### config.mk
export PLATFORM = sky130hd
export DESIGN_NAME = gsr_control
export DESIGN_NICKNAME = d
export VERILOG_FILES = /design/src/core/gsr_pkg.sv /design/src/core/gsr_control.sv /design/src/core/gsr_sync.sv
export SDC_FILE = /design/constraint.sdc
export NUM_CORES = 1
export LEC_CHECK = 0
export BUFFER_PORTS_ARGS = -buffer_cell sky130_fd_sc_hd__buf_2
export CORE_MARGIN = 2
export CORE_UTILIZATION = 40
export CTS_BUF_LIST = sky130_fd_sc_hd__clkbuf_16
export DETAILED_ROUTE_END_ITERATION = 10
export PLACE_DENSITY_LB_ADDON = 0.25
export SLEW_MARGIN = 20
export SYNTH_ARGS = -nofsm -noshare
export SYNTH_HDL_FRONTEND = slang
export SYNTH_SLANG_ARGS = --single-unit
### constraint.sdc
create_clock -name i_clk -period 2.8 [get_ports i_clk]
set_input_delay 0.28 -clock i_clk [delete_from_list [all_inputs] [get_ports i_clk]]
set_output_delay 0.28 -clock i_clk [all_outputs]
set_load 0.005 [all_outputs]
### src/core/gsr_pkg.sv
// Shared constants of the grayscale reference control logic
package gsr_pkg;

	// ------------------------------------------------------------
	// Clocking
	// ------------------------------------------------------------
	localparam int CLK_MHZ         = 40;                    // System clock rate
	localparam int SCK_MAX_MHZ     = 10;                    // Fastest serial clock
	localparam int CLK_PER_SCK_MIN = CLK_MHZ / SCK_MAX_MHZ; // Samples per serial period

	// ------------------------------------------------------------
	// Serial word layout
	// ------------------------------------------------------------
	localparam int WORD_BITS = 16;                   // Bits in one serial word
	localparam int CTRL_BITS = 4;                    // Control field width
	localparam int DATA_BITS = 10;                   // Data field width
	localparam int CTRL_LSB  = 12;                   // Control field position
	localparam int DATA_LSB  = 2;                    // Data field position
	localparam int CNT_BITS  = 5;                    // Edge counter width

	localparam logic [CNT_BITS-1:0] CNT_FULL = 5'h10; // Edges of a complete word

	// ------------------------------------------------------------
	// Values after reset
	// ------------------------------------------------------------
	localparam logic [WORD_BITS-1:0] SHIFT_RST = 16'h0000; // Shift register
	localparam logic [CNT_BITS-1:0]  CNT_RST   = 5'h00;    // Edge counter
	localparam logic [CTRL_BITS-1:0] CTRL_RST  = 4'h0;     // Control code
	localparam logic [DATA_BITS-1:0] DATA_RST  = 10'h000;  // Converter data
	localparam logic [4:0]           OE_RST    = 5'h00;    // Level outputs floating

endpackage

### src/core/gsr_control.sv
// Control logic of the grayscale reference generator: serial word and output routing
// Notes on behaviour
// - Select low: capture data on serial rising edge
// - Select high: serial edges leave register untouched
// - Words travel most significant bit first
// - Source select low: common follows reference input
// - Source select high: common to rail or ground
// - Route high buffers top; low ties to common
// - Power-down low floats all five level outputs
// - Both sleep selects high float middle three
// - Polarity picks positive or negative reference set
// - Sixteen bits: control, data, spare; load on rise
// - Short word clears shift register, changes nothing
`timescale 1ns/10ps

module gsr_control
	import gsr_pkg::*;
(
	// Clock and reset
	input  wire logic                 i_clk,
	input  wire logic                 i_rst_n,
	// Serial link pins
	input  wire logic                 i_select_load_n,
	input  wire logic                 i_serial_clk,
	input  wire logic                 i_serial_data,
	// Static control pins
	input  wire logic                 i_common_source_select,
	input  wire logic                 i_common_rail_select,
	input  wire logic                 i_top_output_route,
	input  wire logic                 i_global_power_down_n,
	input  wire logic                 i_sleep_select_a,
	input  wire logic                 i_sleep_select_b,
	input  wire logic                 i_polarity_select,
	// Converter register outputs
	output logic [CTRL_BITS-1:0]      o_ctrl_code,
	output logic [DATA_BITS-1:0]      o_dac_data,
	output logic                      o_word_load,
	// Common output switches
	output logic                      o_common_to_ref,
	output logic                      o_common_to_rail,
	output logic                      o_common_to_gnd,
	// Level output controls
	output logic [4:0]                o_level_oe,
	output logic                      o_top_buffer_en,
	output logic                      o_top_to_common,
	output logic                      o_level_pos_set
);

	// ------------------------------------------------------------
	// Pin synchronisers
	// ------------------------------------------------------------
	logic       cs_n_s;            // Synced select/load
	logic       sck_s;             // Synced serial clock
	logic       din_s;             // Synced serial data
	logic [6:0] pins_s;            // Synced static pins
	logic       cm_s;              // Common source select
	logic       rail_s;            // Common rail select
	logic       route_s;           // Top output route
	logic       pd_n_s;            // Global power-down, low active
	logic       sleep_a_s;         // Sleep select a
	logic       sleep_b_s;         // Sleep select b
	logic       pol_s;             // Polarity select

	// Link pins: select idles high, clock and data low
	gsr_sync #(.W(3), .RST_VAL(3'h4)) u_link_sync
	(
		.i_clk   (i_clk),
		.i_rst_n (i_rst_n),
		.i_async ({i_select_load_n, i_serial_clk, i_serial_data}),
		.o_sync  ({cs_n_s, sck_s, din_s})
	);

	// Static pins; power-down held asserted through reset
	gsr_sync #(.W(7), .RST_VAL(7'h00)) u_pin_sync
	(
		.i_clk   (i_clk),
		.i_rst_n (i_rst_n),
		.i_async ({i_common_source_select, i_common_rail_select, i_top_output_route,
		           i_global_power_down_n, i_sleep_select_a, i_sleep_select_b,
		           i_polarity_select}),
		.o_sync  (pins_s)
	);

	assign {cm_s, rail_s, route_s, pd_n_s, sleep_a_s, sleep_b_s, pol_s} = pins_s;

	// ------------------------------------------------------------
	// Edge detection
	// ------------------------------------------------------------
	logic sck_q;                   // Serial clock one sample ago
	logic cs_q;                    // Select one sample ago
	logic sck_rise;                // Serial rising edge seen
	logic cs_rise;                 // Select rising edge seen

	// Clock and data share the same sync delay, so data is aligned to its edge
	assign sck_rise = sck_s & ~sck_q;
	assign cs_rise  = cs_n_s & ~cs_q;

	// ------------------------------------------------------------
	// Serial shift state
	// ------------------------------------------------------------
	logic [WORD_BITS-1:0] shreg;        // Input shift register
	logic [CNT_BITS-1:0]  bit_cnt;      // Rising edges in this frame
	logic [WORD_BITS-1:0] next_shreg;
	logic [CNT_BITS-1:0]  next_bit_cnt;
	logic [CTRL_BITS-1:0] next_ctrl_code;
	logic [DATA_BITS-1:0] next_dac_data;
	logic                 next_word_load;
	logic                 word_full;    // Sixteen edges seen

	assign word_full = (bit_cnt >= CNT_FULL);

	// Shift, count and load decisions
	always_comb
	begin
		next_shreg     = shreg;
		next_bit_cnt   = bit_cnt;
		next_ctrl_code = o_ctrl_code;
		next_dac_data  = o_dac_data;
		next_word_load = 1'b0;
		if (cs_rise)
		begin
			// End of frame
			if (word_full)
			begin
				// Complete word: apply control and data fields
				next_ctrl_code = shreg[CTRL_LSB +: CTRL_BITS];
				next_dac_data  = shreg[DATA_LSB +: DATA_BITS];
				next_word_load = 1'b1;
			end
			// Short or complete, the register starts clean
			next_shreg   = SHIFT_RST;
			next_bit_cnt = CNT_RST;
		end
		else if (!cs_n_s && sck_rise)
		begin
			// First bit ends up in the top position
			next_shreg = {shreg[WORD_BITS-2:0], din_s};
			if (!word_full)
			begin
				// Saturate at a full word
				next_bit_cnt = bit_cnt + 5'h01;
			end
		end
		// Select high with no rise: nothing shifts
	end

	// Register the serial state
	always_ff @(posedge i_clk or negedge i_rst_n)
	begin
		if (!i_rst_n)
		begin
			sck_q       <= 1'b0;
			cs_q        <= 1'b1;
			shreg       <= SHIFT_RST;
			bit_cnt     <= CNT_RST;
			o_ctrl_code <= CTRL_RST;
			o_dac_data  <= DATA_RST;
			o_word_load <= 1'b0;
		end
		else
		begin
			sck_q       <= sck_s;
			cs_q        <= cs_n_s;
			shreg       <= next_shreg;
			bit_cnt     <= next_bit_cnt;
			o_ctrl_code <= next_ctrl_code;
			o_dac_data  <= next_dac_data;
			o_word_load <= next_word_load;
		end
	end

	// ------------------------------------------------------------
	// Output routing
	// ------------------------------------------------------------
	logic       next_common_to_ref;
	logic       next_common_to_rail;
	logic       next_common_to_gnd;
	logic [4:0] next_level_oe;
	logic       next_top_buffer_en;
	logic       next_top_to_common;
	logic       next_level_pos_set;
	logic       mid_sleep;           // Both sleep selects high

	assign mid_sleep = sleep_a_s & sleep_b_s;

	// Switch and enable selection from the static pins
	always_comb
	begin
		// Common output source
		next_common_to_ref  = ~cm_s;
		next_common_to_rail = cm_s & rail_s;
		next_common_to_gnd  = cm_s & ~rail_s;
		// Top output: own buffer or tied to common
		next_top_buffer_en  = route_s;
		next_top_to_common  = ~route_s;
		// Level enables in normal operation
		next_level_oe       = {route_s, 3'h7, 1'b1};
		next_level_pos_set  = o_level_pos_set;
		if (mid_sleep)
		begin
			// Middle three float, bottom end still driven, top end per route
			next_level_oe[3:1] = 3'h0;
		end
		if (!pd_n_s)
		begin
			// Full shutdown: every level output floats
			next_level_oe      = OE_RST;
			next_top_buffer_en = 1'b0;
			next_top_to_common = 1'b0;
		end
		else
		begin
			// Reference set follows polarity outside power-down
			next_level_pos_set = pol_s;
		end
	end

	// Register the routing outputs
	always_ff @(posedge i_clk or negedge i_rst_n)
	begin
		if (!i_rst_n)
		begin
			o_common_to_ref  <= 1'b0;
			o_common_to_rail <= 1'b0;
			o_common_to_gnd  <= 1'b0;
			o_level_oe       <= OE_RST;
			o_top_buffer_en  <= 1'b0;
			o_top_to_common  <= 1'b0;
			o_level_pos_set  <= 1'b0;
		end
		else
		begin
			o_common_to_ref  <= next_common_to_ref;
			o_common_to_rail <= next_common_to_rail;
			o_common_to_gnd  <= next_common_to_gnd;
			o_level_oe       <= next_level_oe;
			o_top_buffer_en  <= next_top_buffer_en;
			o_top_to_common  <= next_top_to_common;
			o_level_pos_set  <= next_level_pos_set;
		end
	end

	// ------------------------------------------------------------
	// Checks
	// ------------------------------------------------------------
	chk_shift_capture: assert property (@(posedge i_clk) disable iff (!i_rst_n)
		(sck_rise && !cs_n_s && !cs_rise) |=> (shreg[0] == $past(din_s)))
		else $error("serial bit not captured");

	chk_shift_gate: assert property (@(posedge i_clk) disable iff (!i_rst_n)
		(cs_n_s && !cs_rise) |=> $stable(shreg))
		else $error("shift register moved while select high");

	chk_msb_first: assert property (@(posedge i_clk) disable iff (!i_rst_n)
		(cs_rise && word_full) |=> (o_ctrl_code == $past(shreg[15:12])))
		else $error("control code not taken from first bits");

	chk_common_ref: assert property (@(posedge i_clk) disable iff (!i_rst_n)
		!cm_s |=> (o_common_to_ref && !o_common_to_rail && !o_common_to_gnd))
		else $error("common not on reference input");

	chk_common_rail: assert property (@(posedge i_clk) disable iff (!i_rst_n)
		cm_s |=> (!o_common_to_ref && o_common_to_rail == $past(rail_s)
		          && o_common_to_gnd == !$past(rail_s)))
		else $error("common rail routing wrong");

	chk_top_route: assert property (@(posedge i_clk) disable iff (!i_rst_n)
		(pd_n_s && !route_s) |=> (!o_top_buffer_en && o_top_to_common && !o_level_oe[4]))
		else $error("top output not tied to common");

	chk_power_down: assert property (@(posedge i_clk) disable iff (!i_rst_n)
		!pd_n_s |=> (o_level_oe == 5'h00 && !o_top_to_common && !o_top_buffer_en))
		else $error("level output driven in power-down");

	chk_sleep_mid: assert property (@(posedge i_clk) disable iff (!i_rst_n)
		(pd_n_s && sleep_a_s && sleep_b_s) |=> (o_level_oe[3:1] == 3'h0 && o_level_oe[0]))
		else $error("sleep enables wrong");

	chk_polarity: assert property (@(posedge i_clk) disable iff (!i_rst_n)
		pd_n_s |=> (o_level_pos_set == $past(pol_s)))
		else $error("polarity not followed");

	chk_word_load: assert property (@(posedge i_clk) disable iff (!i_rst_n)
		(cs_rise && word_full) |=> (o_word_load && o_dac_data == $past(shreg[11:2]))
		##1 !o_word_load)
		else $error("full word not applied");

	chk_short_abort: assert property (@(posedge i_clk) disable iff (!i_rst_n)
		(cs_rise && !word_full) |=> (!o_word_load && shreg == 16'h0000
		                             && $stable(o_ctrl_code) && $stable(o_dac_data)))
		else $error("short word changed state");

endmodule

### src/core/gsr_sync.sv
// Two-flop synchroniser for pins entering the system clock domain
`timescale 1ns/10ps

module gsr_sync
	import gsr_pkg::*;
#(
	parameter int             W       = 1,
	parameter logic [W-1:0]   RST_VAL = '0
)
(
	// Clock and reset
	input  wire logic         i_clk,
	input  wire logic         i_rst_n,
	// Pin side
	input  wire logic [W-1:0] i_async,
	// Clock domain side
	output logic      [W-1:0] o_sync
);

	// ------------------------------------------------------------
	// Synchroniser stages
	// ------------------------------------------------------------
	logic [W-1:0] stage1;      // First stage, read only by o_sync

	// Two stages, constant reset value
	always_ff @(posedge i_clk or negedge i_rst_n)
	begin
		if (!i_rst_n)
		begin
			stage1 <= RST_VAL;
			o_sync <= RST_VAL;
		end
		else
		begin
			stage1 <= i_async;
			o_sync <= stage1;
		end
	end

endmodule

==> flow_metrics.tcl, run 1 <==
set metrics [dict create \
    cts_hold_repair.buffers 0 \
    ctsResizeCount 0 \
    yosysTopAreaCell "dfrtp_1" \
    clock_skew_ns 0.003921 \
    avgSynthCellArea_um2 13.98 \
    initial_core_util_pct 41.64 \
    n_antenna_cell 0 \
    firstDrtPassIters 4 \
    die_w_um 79.95 \
    via_per_inst 4.686 \
    max_freq_mhz 593.3 \
    num_rows 27 \
    p_total_mw 2.122 \
    vias 1326 \
    netlist_area_um2 2307 \
    clockBufferDepth 2 \
    gp_congestion 0.6720 \
    clk_latency_ns 0.32 \
    grt_first_pass_wirelength_um 6203 \
    instances_no_fill 283 \
    slew_violations 0 \
    finalCritPeriodShare_pct 60.19 \
    path_clk_slew_ns 0.05 \
    fin_crit_ns 1.685 \
    nets 219 \
    seq_area_frac_synth_pct 71.75 \
    ir_drop_mv 0.5841 \
    grt_util_all_layers_pct 13.21 \
    final_antenna_net_count 0 \
    crit_fanout 19 \
    routedWlPerCell_um 12.82 \
    yosysWarnings 0 \
    pin_count 38 \
    cts_htree_levels 3 \
    port_buffers 37 \
    core_area_um2 5540 \
    drv_cap 0 \
    synthTopCellsByArea "dfrtp_1 (68%), mux2_2 (7.3%), nand2_1 (5.5%)" \
    placedCellCount 267 \
    wl_met2_um 1779 \
    synth.net_count 178 \
    drt_wl_total_um 3627 \
    syn_inst 165 \
    drcViolationCount 0 \
    wl_met3_um 200 \
    final.setup.tns_ns 0 \
    final_layout_size_suffix_gt1_share_pct 36.02 \
    synth.distinct_cells 27 \
    synth_top_area_share_pct 68.33 \
    synth_edf_count 0 \
    cts_tree "yes" \
    cts_root_buffer "clkbuf_16" \
    ys.flop_type "dfrtp_1" \
    dieArea_um2 6391 \
    numCtsBuffers 9 \
    grt_pass1_vias 1320 \
    powerDensity_nw_per_um2 749.5 \
    postCtsSetupBuffers 0 \
    syn2layout_area_growth_pct 22.72 \
    ys_seq_elements 66 \
    die_y_um 79.95 \
    antenna_found_initial 0 \
    yosysMostFrequentCell "dfrtp_1" \
    cp_data_required_time_ns 2.99 \
    nFillCells 498 \
    tightest_slew_ns 0.7760 \
    met1_length_um 1589 \
    critPathKind "reg -> reg" \
    worstSetupEndpointType "register" \
    rsz0062_at_grt "no" \
    arrival_ns 1.87 \
    place_area_um2 2545 \
    min_path_type "in -> async" \
    grt_max_degree 36 \
    async_reset_ff_share_pct 100.0 \
    synth_common_cells "dfrtp_1 (63), nand2_1 (34), nand3_1 (17)" \
    first_iter_violations 58 \
    outcome "complete, no violations" \
    p_leak_nw 1.485 \
    hold_violations 0 \
    timing.hold.ws_ns 0.03507 \
    overflow 0 \
    slew_headroom_pct 48.27 \
    clock-sinks 66 \
    setup_viol 0 \
    dp_hpwl_um 2279 \
    dr.max_layer_used "met4" \
    startpoint_type "register" \
    fin_area_um2 2831 \
]
through the flow:
stage	setup WS, ns	utilization, %
detailed placement	1.128	45.93
CTS	1.117	51.11
global route	1.046	51.11
floorplan	1.351	-
finish	1.115	51.11
global placement	1.137	45.93
power by group:
group / internal (mW) / switching [mW] / leakage, nW
Sequential: 0.986 / 0.0145 / 0.853
Combinational: 0.0270 / 0.0419 / 0.494
Clock: 0.676 / 0.376 / 0.138
Total: 1.69 / 0.433 / 1.48
worst paths after layout:
| check | start | endpoint | slack [ns] | cells after the start |
|---|---|---|---|---|
| setup / recovery | sck_q | bit_cnt[3] | 1.11 | 3 |
| hold / removal | i_rst_n | o_level_oe[4] | 0.04 | 1 |
| setup reg to reg | sck_q | bit_cnt[3] | 1.11 | 3 |
| hold reg to reg | u_pin_sync.stage1[4] | u_pin_sync.o_sync[4] | 0.35 | 0 |
| max in group asynchronous | i_rst_n | shreg[0] | 2.13 | 2 |
| min in group i_clk | i_select_load_n | u_link_sync.stage1[2] | 0.05 | 1 |
sequential cells by signal, indices dropped and copies added (netlist names):
| signal | flops |
|---|---|
| o_ctrl_code | 4 |
| o_common_to_ref | 1 |
| o_level_pos_set | 1 |
| o_word_load | 1 |
| o_top_to_common | 1 |
| u_pin_sync.o_sync | 7 |
| u_link_sync.o_sync | 3 |
| cs_q | 1 |
| o_dac_data | 10 |
| shreg | 16 |
| bit_cnt | 5 |
| u_pin_sync.stage1 | 7 |
| sck_q | 1 |
| u_link_sync.stage1 | 3 |
| o_common_to_gnd | 1 |
| o_common_to_rail | 1 |
| o_level_oe | 3 |
critical path, stage by stage, from the launching register on:
cell,delay [ns]
dfrtp_1,0.40
or3b_1,0.68
o311ai_4,0.36
o41ai_2,0.11
per-layer routing:
layer / vias to the layer above / global-route usage (%)
met4: 0 / 6.271
met1: 657 / 15.81
li1: 628 / -
met5: - / 0
met3: 6 / 6.335
met2: 35 / 20.00
cell families (layout without fill, tap and decap cells):
| group | Yosys count | count (layout) | share of synthesized area (%) |
|---|---|---|---|
| muxes | 17 | 17 | 8.189 |
| DFF | 66 | 66 | 71.75 |
| AOI/OAI and AO/OA | 5 | 5 | 2.603 |
| and+or+nand+nor | 64 | 64 | 13.39 |
| adders and majority gates | 1 | 1 | 0.5422 |
| buffers and inverters | 11 | 57 | 3.145 |
| xor gates and xnor gates | 1 | 1 | 0.3797 |
layout make-up:
| type | instances | area [um2] | area share (%) |
|---|---|---|---|
| clock buffer | 9 | 225.2 | 7.954 |
| tap | 72 | 90.09 | 3.182 |
| inverter | 2 | 7.507 | 0.2651 |
| timing repair buffer | 39 | 212.7 | 7.512 |
| clock inverter | 7 | 61.31 | 2.165 |
| multi-input combinational | 88 | 579.3 | 20.46 |
| sequential | 66 | 1655 | 58.46 |
placed cells by master, fill, tap and decap left out, drive strengths merged, types with 2 or more instances in the layout:
cell type / Yosys / routed
buf: 9 / 39
clkinv: 0 / 3
inv: 2 / 3
nand3: 17 / 17
nand2: 35 / 35
mux2i: 2 / 2
mux2: 15 / 15
dfrtp: 63 / 63
clkinvlp: 0 / 2
clkbuf: 0 / 9
nor2: 3 / 3
and2: 2 / 2
dfstp: 3 / 3
Power figures use the tool's default switching activity.
==> inputs of run 2 (changes only) <==
==> constraint.sdc (replaced) <==
create_clock -name i_clk -period 1.7 [get_ports i_clk]
set_input_delay 0.17 -clock i_clk [delete_from_list [all_inputs] [get_ports i_clk]]
set_output_delay 0.17 -clock i_clk [all_outputs]
set_load 0.005 [all_outputs]
==> flow_metrics.tcl, run 2 (synthesis results as in run 1) <==
set metrics [dict create \
    powerDensity_nw_per_um2 1153 \
    finalCritPeriodShare_pct 90.68 \
    cts_htree_levels 3 \
    clk_latency_ns 0.33 \
    grt_max_degree 67 \
    final.setup.tns_ns 0 \
    firstDrtPassIters 4 \
    slew_violations 0 \
    die_w_um 79.95 \
    largest_register_ffs 16 \
    setup_viol 0 \
    p_total_mw 3.380 \
    cts_hold_repair.buffers 11 \
    final_common_cell "dfrtp_1" \
    dp_slack_ns 0.1433 \
    grt_util_all_layers_pct 13.47 \
    n_antenna_cell 0 \
    drt_wl_total_um 3777 \
    vias 1380 \
    grt_first_pass_wirelength_um 6368 \
    outcome "complete, no violations" \
    cp_data_required_time_ns 1.90 \
    numCtsBuffers 9 \
    drcViolationCount 0 \
    clock_skew_ns 0.006215 \
    nets 232 \
    hold_violations 0 \
    top_regs "shreg x16, o_dac_data x10" \
    pin_count 38 \
    core_area_um2 5540 \
    gp_congestion 0.6873 \
    antenna_found_initial 0 \
    startpoint_type "register" \
    instances_no_fill 295 \
    initial_core_util_pct 41.64 \
    clockBufferDepth 2 \
    routedWlPerCell_um 12.80 \
    fin_crit_ns 1.541 \
    slew_headroom_pct 68.96 \
    placedCellCount 269 \
    cts_tree "yes" \
    tightest_slew_ns 0.4636 \
    first_iter_violations 67 \
    num_rows 27 \
    ctsResizeCount 0 \
    overflow 0 \
    die_y_um 79.95 \
    clock-sinks 66 \
    final_cell_mix "dfrtp_1 (63), buf_2 (37), nand2_1 (34), nand3_1 (17), mux2_2 (15)" \
    rsz0062_at_grt "no" \
    min_path_type "reg -> reg" \
    final_antenna_net_count 0 \
    syn2layout_area_growth_pct 27.01 \
    cts_root_buffer "clkbuf_16" \
    largest-register "shreg" \
    max_freq_mhz 648.7 \
    port_buffers 37 \
    ir_drop_mv 0.9569 \
    arrival_ns 1.75 \
    path_clk_slew_ns 0.05 \
    worst_slack_ns 0.1585 \
    grt_pass1_vias 1399 \
    p_leak_nw 1.530 \
    drv_cap 0 \
    dp_hpwl_um 2255 \
    dieArea_um2 6391 \
    worstSetupEndpointType "register" \
    via_per_inst 4.678 \
    postCtsSetupBuffers 0 \
    final_layout_size_suffix_gt1_share_pct 35.43 \
    critPathKind "reg -> reg" \
    crit_fanout 15 \
    nFillCells 488 \
]
-- run 2: cell count changes in the layout (fill, tap and decap cells not counted), sizes merged --
| cell | previous run | this run |
|---|---|---|
| clkinvlp | 2 | 1 |
| dlygate4sd3 | 0 | 11 |
| bufinv | 1 | 0 |
| clkinv | 3 | 5 |
| inv | 3 | 2 |
| buf | 39 | 41 |
-- run 2: layer usage --
metal	global-route usage (%)	share of wire [%]	vias up
li1	-	-	651
met1	16.24	45	692
met2	20.42	48	31
met3	5.769	5.4	6
met4	7.119	1.4	0
met5	0	0	-
-- run 2: where the power goes --
part / internal (mW) / switching, mW / total [mW]
Sequential: 1.62 / 0.0243 / 1.65
Combinational: 0.0636 / 0.0733 / 0.137
Clock: 0.964 / 0.630 / 1.59
-- run 2: path summary, 6_finish.rpt --
kind,start,end,slack (ns),cells after the start
max in group asynchronous,i_rst_n,cs_q,0.99,3
max,cs_q,o_dac_data[0],0.16,3
max reg2reg,cs_q,o_dac_data[0],0.16,3
min,u_pin_sync.stage1[1],u_pin_sync.o_sync[1],0.34,0
min in group asynchronous,i_rst_n,shreg[13],0.40,3
min reg2reg,u_pin_sync.stage1[1],u_pin_sync.o_sync[1],0.34,0
-- run 2: final cells by class --
cell class	count	area, um2	area share [%]
flip-flops and latches	66	1655	56.49
repair buffers	52	337.8	11.53
clock buffers	9	225.2	7.686
multi-input cells	88	579.3	19.77
well taps	72	90.09	3.074
clock inverters	6	35.03	1.196
inverters	2	7.507	0.2562
-- run 2: stage by stage --
stage / utilization (%) / area, um2 / hold slack (ns)
final: 52.89 / 2930 / 0.3434
after global routing: 52.89 / 2930 / 0.3528
after CTS: 52.89 / 2930 / 0.3468
after detailed placement: 46.21 / 2560 / 0.2150
after global placement: 46.21 / 2560 / 0.2150
after floorplan: - / 2307 / -0.1256
-- run 2: critical path: stages, from the launching register on --
cell     delay [ns]
dfstp_2        0.52
and2b_2        0.24
nand2_2        0.29
mux2_2         0.38
